===== config.mk =====
export PLATFORM = sky130hd
export DESIGN_NAME = pdr_ctrl
export DESIGN_NICKNAME = d
export VERILOG_FILES = /design/src/inc/pdr_pkg.sv /design/src/inc/pdr_ramp_if.sv /design/src/pdr_ctrl.sv /design/src/pdr_ramp.sv
export SDC_FILE = /design/constraint.sdc
export NUM_CORES = 1
export LEC_CHECK = 0
export CORE_ASPECT_RATIO = 0.9
export CORE_MARGIN = 3
export CORE_UTILIZATION = 50
export CTS_BUF_LIST = sky130_fd_sc_hd__clkbuf_8
export DETAILED_ROUTE_END_ITERATION = 12
export DONT_BUFFER_PORTS = 1
export GPL_TIMING_DRIVEN = 0
export PLACE_DENSITY = 0.68
export SLEW_MARGIN = 10
export SYNTH_ARGS = -nofsm -noshare
export SYNTH_HDL_FRONTEND = slang
export SYNTH_HIERARCHICAL = 1
export SYNTH_SLANG_ARGS = --single-unit
export TNS_END_PERCENT = 5

===== constraint.sdc =====
create_clock -name clk_i -period 3.35 [get_ports clk_i]
set_clock_uncertainty 0.15 [all_clocks]
set_input_delay 0.5025 -clock clk_i [delete_from_list [all_inputs] [get_ports clk_i]]
set_output_delay 0.5025 -clock clk_i [all_outputs]
set_load 0.005 [all_outputs]

===== src/inc/pdr_pkg.sv =====
// Package: constants and types for the power dip restart controller
package pdr_pkg;
   // Restart mode codes
   localparam logic [2:0] MODE_TRIP_NOW = 3'h0;
   localparam logic [2:0] MODE_TRIP_REC = 3'h1;
   localparam logic [2:0] MODE_SAVED_F = 3'h4;
   localparam logic [2:0] MODE_START_F = 3'h5;
   // Register offsets
   localparam logic [3:0] ADDR_CTRL = 4'h0;
   localparam logic [3:0] ADDR_VTHR = 4'h1;
   localparam logic [3:0] ADDR_FSTART = 4'h2;
   localparam logic [3:0] ADDR_FCMD = 4'h3;
   localparam logic [3:0] ADDR_STAT = 4'h4;
   localparam logic [3:0] ADDR_IRQ = 4'h5;
   localparam logic [3:0] ADDR_MASK = 4'h6;
   localparam logic [3:0] ADDR_FOUT = 4'h7;
   localparam logic [3:0] ADDR_FSAVE = 4'h8;
   // Control fields
   localparam int CTRL_MODE_LSB = 0;
   localparam int CTRL_OCL_BIT = 4;
   localparam int CTRL_ARST_BIT = 8;
   // Interrupt bit positions
   localparam int IRQ_FAIL = 0;
   localparam int IRQ_REC = 1;
   localparam int IRQ_ALARM = 2;
   localparam int IRQ_RESTART = 3;
   localparam int IRQ_W = 4;
   // Reset values
   localparam logic [15:0] VTHR_RST = 16'h0000;
   localparam logic [15:0] FSTART_RST = 16'h0000;
   // Timing
   localparam int CLK_HZ = 50000000;
   localparam int HOLD_MS = 500;
   localparam int WAIT_MS = 2000;
   localparam int HOLD_CYC = HOLD_MS * (CLK_HZ / 1000);
   localparam int WAIT_CYC = WAIT_MS * (CLK_HZ / 1000);
   // Sequencer states
   typedef enum logic [2:0] {ST_IDLE, ST_RUN, ST_HOLD, ST_DOWN, ST_WAIT, ST_ALARM} pdr_state_t;
endpackage : pdr_pkg


===== src/inc/pdr_ramp_if.sv =====
// Interface: ramp generator controls
`timescale 1ns/10ps
interface pdr_ramp_if;
   logic load;         // Load frequency
   logic [15:0] load_f; // Load value
   logic [15:0] target; // Ramp target
   logic enable;       // Ramp runs
   logic limit;        // Current limit active
   logic [15:0] freq;  // Present frequency
   modport ctl (output load, load_f, target, enable, limit, input freq);
   modport rmp (input load, load_f, target, enable, limit, output freq);
endinterface : pdr_ramp_if


===== src/pdr_ctrl.sv =====
// Module: restart sequencer after momentary supply dip
// Contract
// Link undervoltage while running is a failure
// Mode 0 stops, alarms, never restarts
// Mode 1 stops, alarms only on recovery
// Mode 4 saves frequency, restarts from it
// Current limit lowers frequency, then ramps up
// Configurer enables overcurrent limiter in mode 4
// Mode 5 restarts at starting frequency
// Restart held off at least half second
// Wait two seconds for run, later start low
// Run command returns within two seconds
// Coast stop cancels restart wait
// Alarm latched until alarm reset
`timescale 1ns/10ps
module pdr_ctrl #(
   parameter int HOLD_CYCLES = pdr_pkg::HOLD_CYC, // Restart hold-off
   parameter int WAIT_CYCLES = pdr_pkg::WAIT_CYC, // Run wait window
   parameter int STEP_DIV = 1000                 // Ramp step clocks
) (
   input wire logic clk_i,            // Clock 50 MHz
   input wire logic rst_i,            // Sync reset
   input wire logic [3:0] addr_i,     // Register address
   input wire logic [31:0] wdata_i,   // Write data
   input wire logic wr_i,             // Write strobe
   input wire logic rd_i,             // Read strobe
   output logic [31:0] rdata_o,       // Read data
   input wire logic [15:0] vdc_i,     // DC link voltage sample
   input wire logic run_cmd_i,        // Run command
   input wire logic coast_stop_command_i, // Coast-to-stop
   input wire logic over_current_i,   // Output current over limit
   output logic gate_en_o,            // Output stage enable
   output logic [15:0] freq_o,        // Output frequency
   output logic alarm_o,              // Undervoltage alarm
   output logic irq_o                 // Interrupt level
);
   pdr_pkg::pdr_state_t state;        // Sequencer state
   logic [2:0] restart_mode_select;   // Restart mode
   logic overcurrent_limit_enable;    // Limiter enable
   logic [15:0] vthr;                 // Undervoltage threshold
   logic [15:0] start_frequency_setting; // Starting frequency
   logic [15:0] fcmd;                 // Frequency command
   logic [15:0] fsave;                // Saved frequency
   logic [31:0] tmr;                  // Hold/wait timer
   logic [pdr_pkg::IRQ_W-1:0] irq_st; // Sticky events
   logic [pdr_pkg::IRQ_W-1:0] irq_mask; // Event mask
   logic [pdr_pkg::IRQ_W-1:0] ev;     // Events this cycle
   logic alarm;                       // Latched alarm
   logic low_v;                       // Supply below threshold
   logic hold_done;                   // Hold-off elapsed
   logic wr_ctrl;                     // Control written
   logic alarm_clr;                   // Alarm reset strobe
   logic go_saved;                    // Restart from saved
   logic go_start;                    // Restart at starting freq
   logic resume_saved; // Ramp aims at saved frequency
   logic bad_mode; // Mode without a restart action
   pdr_ramp_if rif ();                // Ramp controls

   // Plain level compare; the link sample is taken as already filtered
   assign low_v = vdc_i < vthr;
   assign bad_mode = restart_mode_select != pdr_pkg::MODE_SAVED_F && restart_mode_select != pdr_pkg::MODE_START_F;
   assign hold_done = tmr >= 32'(HOLD_CYCLES);
   assign wr_ctrl = wr_i && addr_i == pdr_pkg::ADDR_CTRL;
   assign alarm_clr = wr_ctrl && wdata_i[pdr_pkg::CTRL_ARST_BIT];

   // Ramp generator
   pdr_ramp #(
      .STEP_DIV(STEP_DIV)
   ) u_ramp (
      .clk_i(clk_i),
      .rst_i(rst_i),
      .r(rif.rmp)
   );

   // Configuration registers
   // A write lands at the edge that samples the strobe
   always_ff @(posedge clk_i)
   begin
      if (rst_i)
      begin
         restart_mode_select <= pdr_pkg::MODE_TRIP_NOW;
         overcurrent_limit_enable <= 1'b0;
         vthr <= pdr_pkg::VTHR_RST;
         start_frequency_setting <= pdr_pkg::FSTART_RST;
         fcmd <= 16'h0000;
         irq_mask <= '0;
      end
      else if (wr_i)
      begin
         unique case (addr_i)
            pdr_pkg::ADDR_CTRL:
            begin
               restart_mode_select <= wdata_i[pdr_pkg::CTRL_MODE_LSB +: 3];
               overcurrent_limit_enable <= wdata_i[pdr_pkg::CTRL_OCL_BIT];
            end
            pdr_pkg::ADDR_VTHR: vthr <= wdata_i[15:0];
            pdr_pkg::ADDR_FSTART: start_frequency_setting <= wdata_i[15:0];
            pdr_pkg::ADDR_FCMD: fcmd <= wdata_i[15:0];
            pdr_pkg::ADDR_MASK: irq_mask <= wdata_i[pdr_pkg::IRQ_W-1:0];
            default: ; // Other addresses store nothing
         endcase
      end
   end

   // Restart decision after recovery and hold-off
   // Timer runs from detection, so the window is hold-off plus wait
   // A late run command falls back to the starting frequency
   always_comb
   begin
      go_saved = 1'b0;
      go_start = 1'b0;
      if (state == pdr_pkg::ST_WAIT && run_cmd_i && !low_v && hold_done)
      begin
         if (tmr < 32'(HOLD_CYCLES + WAIT_CYCLES) && restart_mode_select == pdr_pkg::MODE_SAVED_F)
            go_saved = 1'b1;
         else
            go_start = 1'b1;
      end
   end

   // Sequencer state
   // Low link in RUN outranks a dropped run command
   // Alarm state is left only once the latch is cleared
   always_ff @(posedge clk_i)
   begin
      if (rst_i)
         state <= pdr_pkg::ST_IDLE;
      else
      begin
         unique case (state)
            pdr_pkg::ST_IDLE:
               if (alarm)
                  state <= pdr_pkg::ST_ALARM;
               else if (run_cmd_i && !coast_stop_command_i && !low_v)
                  state <= pdr_pkg::ST_RUN;
            pdr_pkg::ST_RUN:
               if (low_v)
               begin
                  if (restart_mode_select == pdr_pkg::MODE_TRIP_NOW)
                     state <= pdr_pkg::ST_ALARM;
                  else if (restart_mode_select == pdr_pkg::MODE_TRIP_REC)
                     state <= pdr_pkg::ST_DOWN;
                  else
                     state <= pdr_pkg::ST_HOLD;
               end
               else if (!run_cmd_i || coast_stop_command_i)
                  state <= pdr_pkg::ST_IDLE;
            pdr_pkg::ST_DOWN:
               if (!low_v)
                  state <= pdr_pkg::ST_ALARM;
            pdr_pkg::ST_HOLD:
               if (coast_stop_command_i)
                  state <= pdr_pkg::ST_IDLE;
               else if (bad_mode)
                  state <= pdr_pkg::ST_ALARM; // Unsupported mode trips and alarms
               else if (!low_v)
                  state <= pdr_pkg::ST_WAIT;
            pdr_pkg::ST_WAIT:
               if (coast_stop_command_i)
                  state <= pdr_pkg::ST_IDLE;
               else if (low_v)
                  state <= pdr_pkg::ST_HOLD;
               else if (go_saved || go_start)
                  state <= pdr_pkg::ST_RUN;
            pdr_pkg::ST_ALARM:
               if (!alarm)
                  state <= pdr_pkg::ST_IDLE;
            default: state <= pdr_pkg::ST_IDLE;
         endcase
      end
   end

   // Timer counts from failure detection; saturates
   // Counting from detection keeps short dips under the full hold-off
   always_ff @(posedge clk_i)
   begin
      if (rst_i || state == pdr_pkg::ST_RUN || state == pdr_pkg::ST_IDLE)
         tmr <= '0;
      else if (tmr != 32'hFFFFFFFF)
         tmr <= tmr + 32'h1;
   end

   // Saved frequency at failure
   // Taken from the ramp, one cycle ahead of the output flop
   always_ff @(posedge clk_i)
   begin
      if (rst_i)
         fsave <= 16'h0000;
      else if (state == pdr_pkg::ST_RUN && low_v)
         fsave <= rif.freq;
   end

   // Alarm latch; raising wins over clearing
   // Held through recovery until software writes the reset bit
   always_ff @(posedge clk_i)
   begin
      if (rst_i)
         alarm <= 1'b0;
      else if (ev[pdr_pkg::IRQ_ALARM])
         alarm <= 1'b1;
      else if (alarm_clr)
         alarm <= 1'b0;
   end

   // Event pulses
   // One-cycle pulses that feed the sticky status bits
   always_comb
   begin
      ev = '0;
      ev[pdr_pkg::IRQ_FAIL] = state == pdr_pkg::ST_RUN && low_v;
      ev[pdr_pkg::IRQ_REC] = (state == pdr_pkg::ST_HOLD || state == pdr_pkg::ST_DOWN) && !low_v;
      ev[pdr_pkg::IRQ_ALARM] = (state == pdr_pkg::ST_RUN && low_v && restart_mode_select == pdr_pkg::MODE_TRIP_NOW)
                               || (state == pdr_pkg::ST_DOWN && !low_v)
                               || (state == pdr_pkg::ST_HOLD && bad_mode && !coast_stop_command_i);
      ev[pdr_pkg::IRQ_RESTART] = go_saved || go_start;
   end

   // Sticky interrupt status, per bit; set wins over write-one clear
   // An event in the clearing cycle stays visible to software
   genvar gi;
   generate
      for (gi = 0; gi < pdr_pkg::IRQ_W; gi++)
      begin : g_irq
         always_ff @(posedge clk_i)
         begin
            if (rst_i)
               irq_st[gi] <= 1'b0;
            else if (ev[gi])
               irq_st[gi] <= 1'b1;
            else if (wr_i && addr_i == pdr_pkg::ADDR_IRQ && wdata_i[gi])
               irq_st[gi] <= 1'b0;
         end
      end
   endgenerate

   // Ramp control
   // Load on every start; target follows command or saved value
   always_comb
   begin
      rif.load = go_saved || go_start || (state == pdr_pkg::ST_IDLE && run_cmd_i && !coast_stop_command_i
                 && !low_v && !alarm);
      rif.load_f = go_saved ? fsave : start_frequency_setting;
      rif.target = resume_saved ? fsave : fcmd;
      rif.enable = state == pdr_pkg::ST_RUN;
      // Fold-back only useful with the limiter on
      rif.limit = overcurrent_limit_enable && over_current_i;
   end

   // Saved-frequency resume: target stays saved until a new command or a stop
   always_ff @(posedge clk_i)
   begin
      if (rst_i || (state != pdr_pkg::ST_RUN && !go_saved))
         resume_saved <= 1'b0;
      else if (go_saved)
         resume_saved <= 1'b1;
      else if (wr_i && addr_i == pdr_pkg::ADDR_FCMD)
         resume_saved <= 1'b0; // New command takes over
   end

   // Registered outputs
   // Outputs come from flops so the stage never sees a decode glitch
   always_ff @(posedge clk_i)
   begin
      if (rst_i)
      begin
         gate_en_o <= 1'b0;
         freq_o <= 16'h0000;
         alarm_o <= 1'b0;
         irq_o <= 1'b0;
      end
      else
      begin
         gate_en_o <= state == pdr_pkg::ST_RUN && !low_v;
         freq_o <= rif.freq;
         alarm_o <= alarm;
         irq_o <= |(irq_st & irq_mask);
      end
   end

   // Read data one cycle after strobe
   // Zero outside the answer cycle keeps the bus quiet
   always_ff @(posedge clk_i)
   begin
      if (rst_i || !rd_i)
         rdata_o <= 32'h00000000;
      else
      begin
         unique case (addr_i)
            pdr_pkg::ADDR_CTRL: rdata_o <= {27'h0, overcurrent_limit_enable, 1'b0, restart_mode_select};
            pdr_pkg::ADDR_VTHR: rdata_o <= {16'h0, vthr};
            pdr_pkg::ADDR_FSTART: rdata_o <= {16'h0, start_frequency_setting};
            pdr_pkg::ADDR_FCMD: rdata_o <= {16'h0, fcmd};
            pdr_pkg::ADDR_STAT: rdata_o <= {24'h0, alarm, 4'h0, 3'(state)};
            pdr_pkg::ADDR_IRQ: rdata_o <= {28'h0, irq_st};
            pdr_pkg::ADDR_MASK: rdata_o <= {28'h0, irq_mask};
            pdr_pkg::ADDR_FOUT: rdata_o <= {16'h0, rif.freq};
            pdr_pkg::ADDR_FSAVE: rdata_o <= {16'h0, fsave};
            default: rdata_o <= 32'h00000000; // Unmapped reads zero
         endcase
      end
   end
endmodule : pdr_ctrl


===== src/pdr_ramp.sv =====
// Module: output frequency ramp with current limit fold-back
`timescale 1ns/10ps
module pdr_ramp #(
   parameter int STEP_DIV = 1000 // Clocks per frequency step
) (
   input wire logic clk_i,   // Clock
   input wire logic rst_i,   // Sync reset
   pdr_ramp_if.rmp r         // Controls
);
   logic [15:0] freq;         // Present frequency
   logic [31:0] pre;          // Step prescaler
   assign r.freq = freq;
   // Prescaler for ramp step
   always_ff @(posedge clk_i)
      if (rst_i || pre == 32'(STEP_DIV - 1))
         pre <= '0;
      else
         pre <= pre + 32'h1;
   // Frequency update: load, zero when disabled, fall under limit, or step toward target
   always_ff @(posedge clk_i)
   begin
      if (rst_i)
         freq <= 16'h0000;
      else if (r.load)
         freq <= r.load_f;
      else if (!r.enable)
         freq <= 16'h0000;
      else if (pre == 32'(STEP_DIV - 1))
      begin
         if (r.limit && freq != 16'h0000)
            freq <= freq - 16'h1;
         else if (!r.limit && freq < r.target)
            freq <= freq + 16'h1;
         else if (!r.limit && freq > r.target)
            freq <= freq - 16'h1;
      end
   end
endmodule : pdr_ramp


======== Word level (Yosys, flattened, before mapping) ========
Cells that the tools add are included.
operators by class
  add/sub/neg operators ................... 4
  order comparisons ....................... 5
  equal/unequal tests ..................... 28
  muxes and demuxes ....................... 40
  bitwise gates (word level) .............. 1
  reductions and logical operators ........ 67
operator list
  cell                                                   number
  one-hot mux 16 bit (9 select lines)                    1
  2-to-1 mux 16 bit                                      8
  adder 32 x 1 -> 32 bit, second input constant          2
  2-to-1 mux 3 bit                                       13
  == test 32 x 10 -> 1 bit, second input constant        1
  >= comparator 32 x 25 -> 1 bit, second input constant  1
  < comparator 16 bit                                    2
  < comparator 32 x 27 -> 1 bit, second input constant   1
  != test 32 bit, second input constant                  1
  logical AND 1 bit                                      31
  one-hot mux 3 bit (6 select lines)                     1
  2-to-1 mux 1 bit                                       17
  adder 16 x 1 -> 16 bit, second input constant          1
  == test 4 x 3 -> 1 bit, second input constant          4
  > comparator 16 bit                                    1
  nonzero test 16 bit                                    1
  subtractor 16 x 1 -> 16 bit, second input constant     1
  != test 3 bit, second input constant                   5
  AND reduction 2 bit                                    6
  nonzero test 2 bit                                     6
  logical OR 1 bit                                       11
  == test 3 bit, second input constant                   3
  == test 4 x 2 -> 1 bit, second input constant          2
  != test 4 bit, second input constant                   2
  other kinds (13)                                       23
word-level totals
  register bits ........................... 212
  input bits .............................. 59
  output and inout port bits .............. 51
  logic and storage cells ................. 167

======== Depth between registers and ports, before layout ========
  word-level depth ........................ 10
  gate-level depth with buffers ........... 15
  mapped depth without buffers ............ 12

======== By module ========
Netlist, hierarchy kept.
modules (own cells, without submodules)
  module    instances  cells each  area each (µm²)  seq. area each (µm²)
  pdr_ctrl  1          888         7358.3           2962.8
  pdr_ramp  1          402         3278.1           960.9

======== Worst setup path before layout ========
OpenSTA, ideal clock, no wires.
  path kind ............................... register -> register
  start point ............................. register resume_saved
  end point ............................... register u_ramp.freq[3], in the netlist u_ramp/r.freq[3]
  library setup time ...................... 0.142 ns
  arrival ................................. 3.329 ns
  data required time ...................... 3.058 ns
  setup slack ............................. -0.271 ns
  stages on the path, launching flop included .. 15
  buffers on the path ..................... 4
  clock period less this slack ............ 3.621 ns
  cells stage by stage .................... dfxtp_1 clkbuf_1 buf_1 mux2_2 inv_1 ha_1 a21oi_2 a21boi_1 a2111o_1 a211o_1 buf_6 buf_12 a211o_1 o311ai_1 a221oi_2
on the way
  longest elaborated chain between the ends .. 8
  elaborated cells between the ends (all ways) .. 12
  classes of those cells .................. 2 x order compare; 1 x eq/ne; 6 x mux; 3 x reduce/logical
RTL lines
  item                      line              text
  from (decl)               pdr_ctrl.sv:55    logic resume_saved;
  from (signal assigned)    pdr_ctrl.sv:253   resume_saved <= 1'b0;
  from (signal assigned)    pdr_ctrl.sv:255   resume_saved <= 1'b1;
  from (signal assigned)    pdr_ctrl.sv:257   resume_saved <= 1'b0;
  2-to-1 mux 16 bit (*)     pdr_ctrl.sv:243   rif.target = resume_saved ? fsave : fcmd;
  named net rif.target[14]  pdr_ramp_if.sv:6  logic [15:0] target;
  < comparator 16 bit       pdr_ramp.sv:32    else if (!r.limit && freq < r.target)
  logical AND 1 bit         pdr_ramp.sv:32
  2-to-1 mux 16 bit         pdr_ramp.sv:32
  2-to-1 mux 16 bit         pdr_ramp.sv:30    if (r.limit && freq != 16'h0000)
  2-to-1 mux 16 bit         pdr_ramp.sv:28    else if (pre == 32'(STEP_DIV - 1))
  2-to-1 mux 16 bit         pdr_ramp.sv:26    else if (!r.enable)
  2-to-1 mux 16 bit         pdr_ramp.sv:24    else if (r.load)
  to (signal assigned)      pdr_ramp.sv:25    freq <= r.load_f;
  to (signal assigned)      pdr_ramp.sv:31    freq <= freq - 16'h1;
  to (signal assigned)      pdr_ramp.sv:33    freq <= freq + 16'h1;
  to (decl)                 pdr_ramp.sv:10    logic [15:0] freq;
Mark *: on every way through the listed nets, which the timed path passes. The rest lies on a longest branch. The select of a mux whose other input is x is not followed.
A chain may end at the register's enable or synchronous reset.

======== Worst setup path after layout ========
  start point ............................. register resume_saved
  end point ............................... register u_ramp.freq[10], in the netlist u_ramp/r.freq[10]
Same word-level chain as after synthesis.

==> results.toml <==
[placement]
dp_hpwl_mm = 21.9
port_buffers = 0
place.gp.congestion = 0.933
placed_cell_area_sq_um = 11100
post-place-ws_ns = -0.783

[worst_hold_path]
hold_path_class = "in2reg"
worstHoldStart = "wdata_i[4]"

[detailed_routing]
post_drt_wl_per_cell_microns = 18.1
ant_nets = 0
via_count = 9626
drc_errors = 0
viasPerCell = 5.83
dr.pass1.iters = 8
wirelength_mm = 30.0
drt_iter0_drc = 904

[synth]
netlist_area_sq_um = 10600
async_flop_share = 0
synth_seq_cells = 196
ys.flop_type = "dfxtp_1"
synth.avg_cell_area_sq_um = 8.25
ys_warn_count = 6
seq_area_frac_synth = 0.369
synth_edf_count = 0
synthDistinctLibCells = 81
postSynthCellCount = 1290

[setup_path]
cp_slowest_cell = "dfxtp_2"
worstPathCellList = "buf_8 > buf_8 > mux2_2 > inv_1 > ha_1 > a21oi_1 > o21ai_1 > a2111o_1 > a211o_1 > buf_6 > buf_12 > a211o_1 > o311ai_2 > a221oi_2"
cp_data_required_time_ns = 3.52
crit_path_end_kind = "flop"
crit_start = "resume_saved"
crit_type = "reg2reg"
reg2reg_depth = 14
worstSetupEndpoint = "u_ramp/r.freq[10]"
path_max_fanout = 8
cp_slowest_stage_delay_ns = 0.35
cp.depth = 14
critPathTopFamily = "compound AO/OA/AOI/OAI gates"
worstReg2RegEnd = "u_ramp/r.freq[10]"
r2r_slack_ns = -0.07
r2r-start = "resume_saved"
path_buf_inv = 5
cp.arrival_ns = 3.60
crit_path_start_kind = "flop"

[clocking]
cts_tree = "built"
cts_buffer_depth = 2
clockRootBuffer = "clkbuf_8"
path_clk_slew_ns = 0.11
numCtsBuffers = 17
clkLatencyLatePin_ns = 0.48
h-tree-depth = 4
clock-sinks = 196

[layout]
syn_to_final_growth_pct = 13.8
drive_gt1_frac = 0.140
fin_nets = 1454
fin_area_sq_um = 12100
fin_util = 0.593

[global_routing]
grt_pass1_vias = 8933
overflow = 0
antenna_found_initial = 0
grt_max_degree = 22
grt_first_pass_wirelength_mm = 47.0
grtUsageTotal = 0.254

[sta]
finalHoldViolCount = 0
setup-tns-final_ns = -0.256
rsz0062_at_grt = "true"
relSlewSlack = 0.326
finalWorstSetupSlack_ns = -0.0724
worst_pin_slew_ns = 1.00
slew_viol_final = 0
period_minus_slack_ns = 3.42
setup_viol = 5
fin_crit_sh = 1.02
fmax_mhz = 292

[outcome]
status = "finished with violations"
violations = "setup timing"

[floorplanning]
io_pins = 110
die-height_microns = 144
rows = 49
start_util = 0.521
coreArea_sq_um = 20400
die_w_microns = 160
die-area_sq_um = 23100

[pwr]
power.total_mw = 9.22
peakVddDrop_v = 0.000802
p_leak_nw = 4.29
power_density_nw_per_um2 = 761

[flow_run]
drv_cap = 0
per-layer routing:
| layer | vias up | wire (microns) | global-route usage |
|---|---|---|---|
| li1 | 4688 | - | - |
| met1 | 4554 | 13800 | 0.352 |
| met2 | 333 | 13400 | 0.402 |
| met3 | 51 | 2090 | 0.0530 |
| met4 | 0 | 668 | 0.0792 |
| met5 | - | 0 | 0 |
worst min-delay path by stage:
stage                                     to  slack (ns)  cells after the start
finish              overcurrent_limit_enable        0.02                      2
global route                         fcmd[6]       0.006                      2
CTS                              irq_mask[3]       0.003                      2
detailed placement             u_ramp/pre[0]        0.31                      1
global placement               u_ramp/pre[0]        0.31                      1
floorplan                      u_ramp/pre[0]        0.29                      1
sequential cells by signal, indices dropped and copies added (netlist names), 3 cells and up:
| signal | count |
|---|---|
| fsave | 16 |
| tmr | 32 |
| fcmd | 16 |
| irq_st | 4 |
| freq_o | 16 |
| u_ramp/r.freq | 16 |
| state | 3 |
| vthr | 16 |
| irq_mask | 4 |
| start_frequency_setting | 16 |
| restart_mode_select | 3 |
| rdata_o | 16 |
| u_ramp/pre | 32 |
cell type report:
cell class	count	area [sq um]
fillers	1855	8310
multi-input cells	967	6380
flip-flops and latches	196	3930
plain buffers	87	480
well taps	280	350
repair buffers	34	339
clock buffers	17	234
inverters	55	211
clock inverters	15	186
diodes	1	2.50
cells by family (layout without fill, tap and decap cells):
kind of cell,Yosys count,count (layout),synth area share
AND/OR/NAND/NOR,529,529,0.241
AO/OA/AOI/OAI,265,265,0.168
flip-flops,196,196,0.369
buffers and inverters,142,208,0.0607
multiplexers,75,75,0.0808
XOR/XNOR,45,45,0.0371
adder cells (fa/ha/maj),37,37,0.0435
other,1,17,0.000353
synth_stat cells, types with 17 or more instances:
master    instances  area, sq um
a21oi_1         102          510
a22oi_1          25          188
and3_1           18          113
buf_4            17          128
clkbuf_1         53          199
dfxtp_1         196         3920
ha_1             37          463
inv_1            55          206
mux2_2           29          327
mux2i_1          33          330
nand2_1         192          721
nand2b_1         20          125
nand3_1          41          205
nand4_1          18          113
nor2_1          116          435
nor2b_1          25          156
nor3_1           25          125
nor4_1           17          106
o21ai_0          27          135
xnor2_1          31          272
stage by stage:
step | hold WS [ns] | std cells
after detailed placement | 0.313 | 1585
final | 0.0234 | 1652
after floorplan | 0.292 | 1305
after global placement | 0.309 | 1585
after global routing | 0.00565 | 1651
after CTS | 0.00286 | 1645
cells in the final DEF, fill, tap and decap left out, types with 18 or more instances in the layout:
| master | n |
|---|---|
| a22oi_1 | 25 |
| xnor2_1 | 31 |
| nand3_1 | 41 |
| and3_1 | 18 |
| clkbuf_8 | 18 |
| a21oi_1 | 102 |
| o21ai_0 | 26 |
| nor2b_1 | 25 |
| clkbuf_1 | 49 |
| ha_1 | 30 |
| nand4_1 | 18 |
| inv_1 | 46 |
| nand2_1 | 191 |
| mux2_2 | 25 |
| dfxtp_1 | 194 |
| buf_4 | 32 |
| mux2i_1 | 28 |
| nor3_1 | 24 |
| nor2_1 | 116 |
| nand2b_1 | 20 |
report_power, final:
part | total, mW | internal [mW] | switching, mW
logic | 4.94 | 2.66 | 2.28
registers | 2.70 | 2.46 | 0.241
clock network | 1.58 | 0.580 | 0.996
repair_timing:
| item | in CTS | in global routing |
|---|---|---|
| endpoints found under the setup margin | 16 | 16 |
| hold buffers | 16 | 0 |
| pin swaps | 12 | 19 |
| hold endpoints to repair | 50 | 0 |
| resized for setup | 34 | 31 |
| cloned | 2 | 0 |
| buffers inserted | 10 | 6 |
Note: power is estimated with default switching activity, not from simulation.
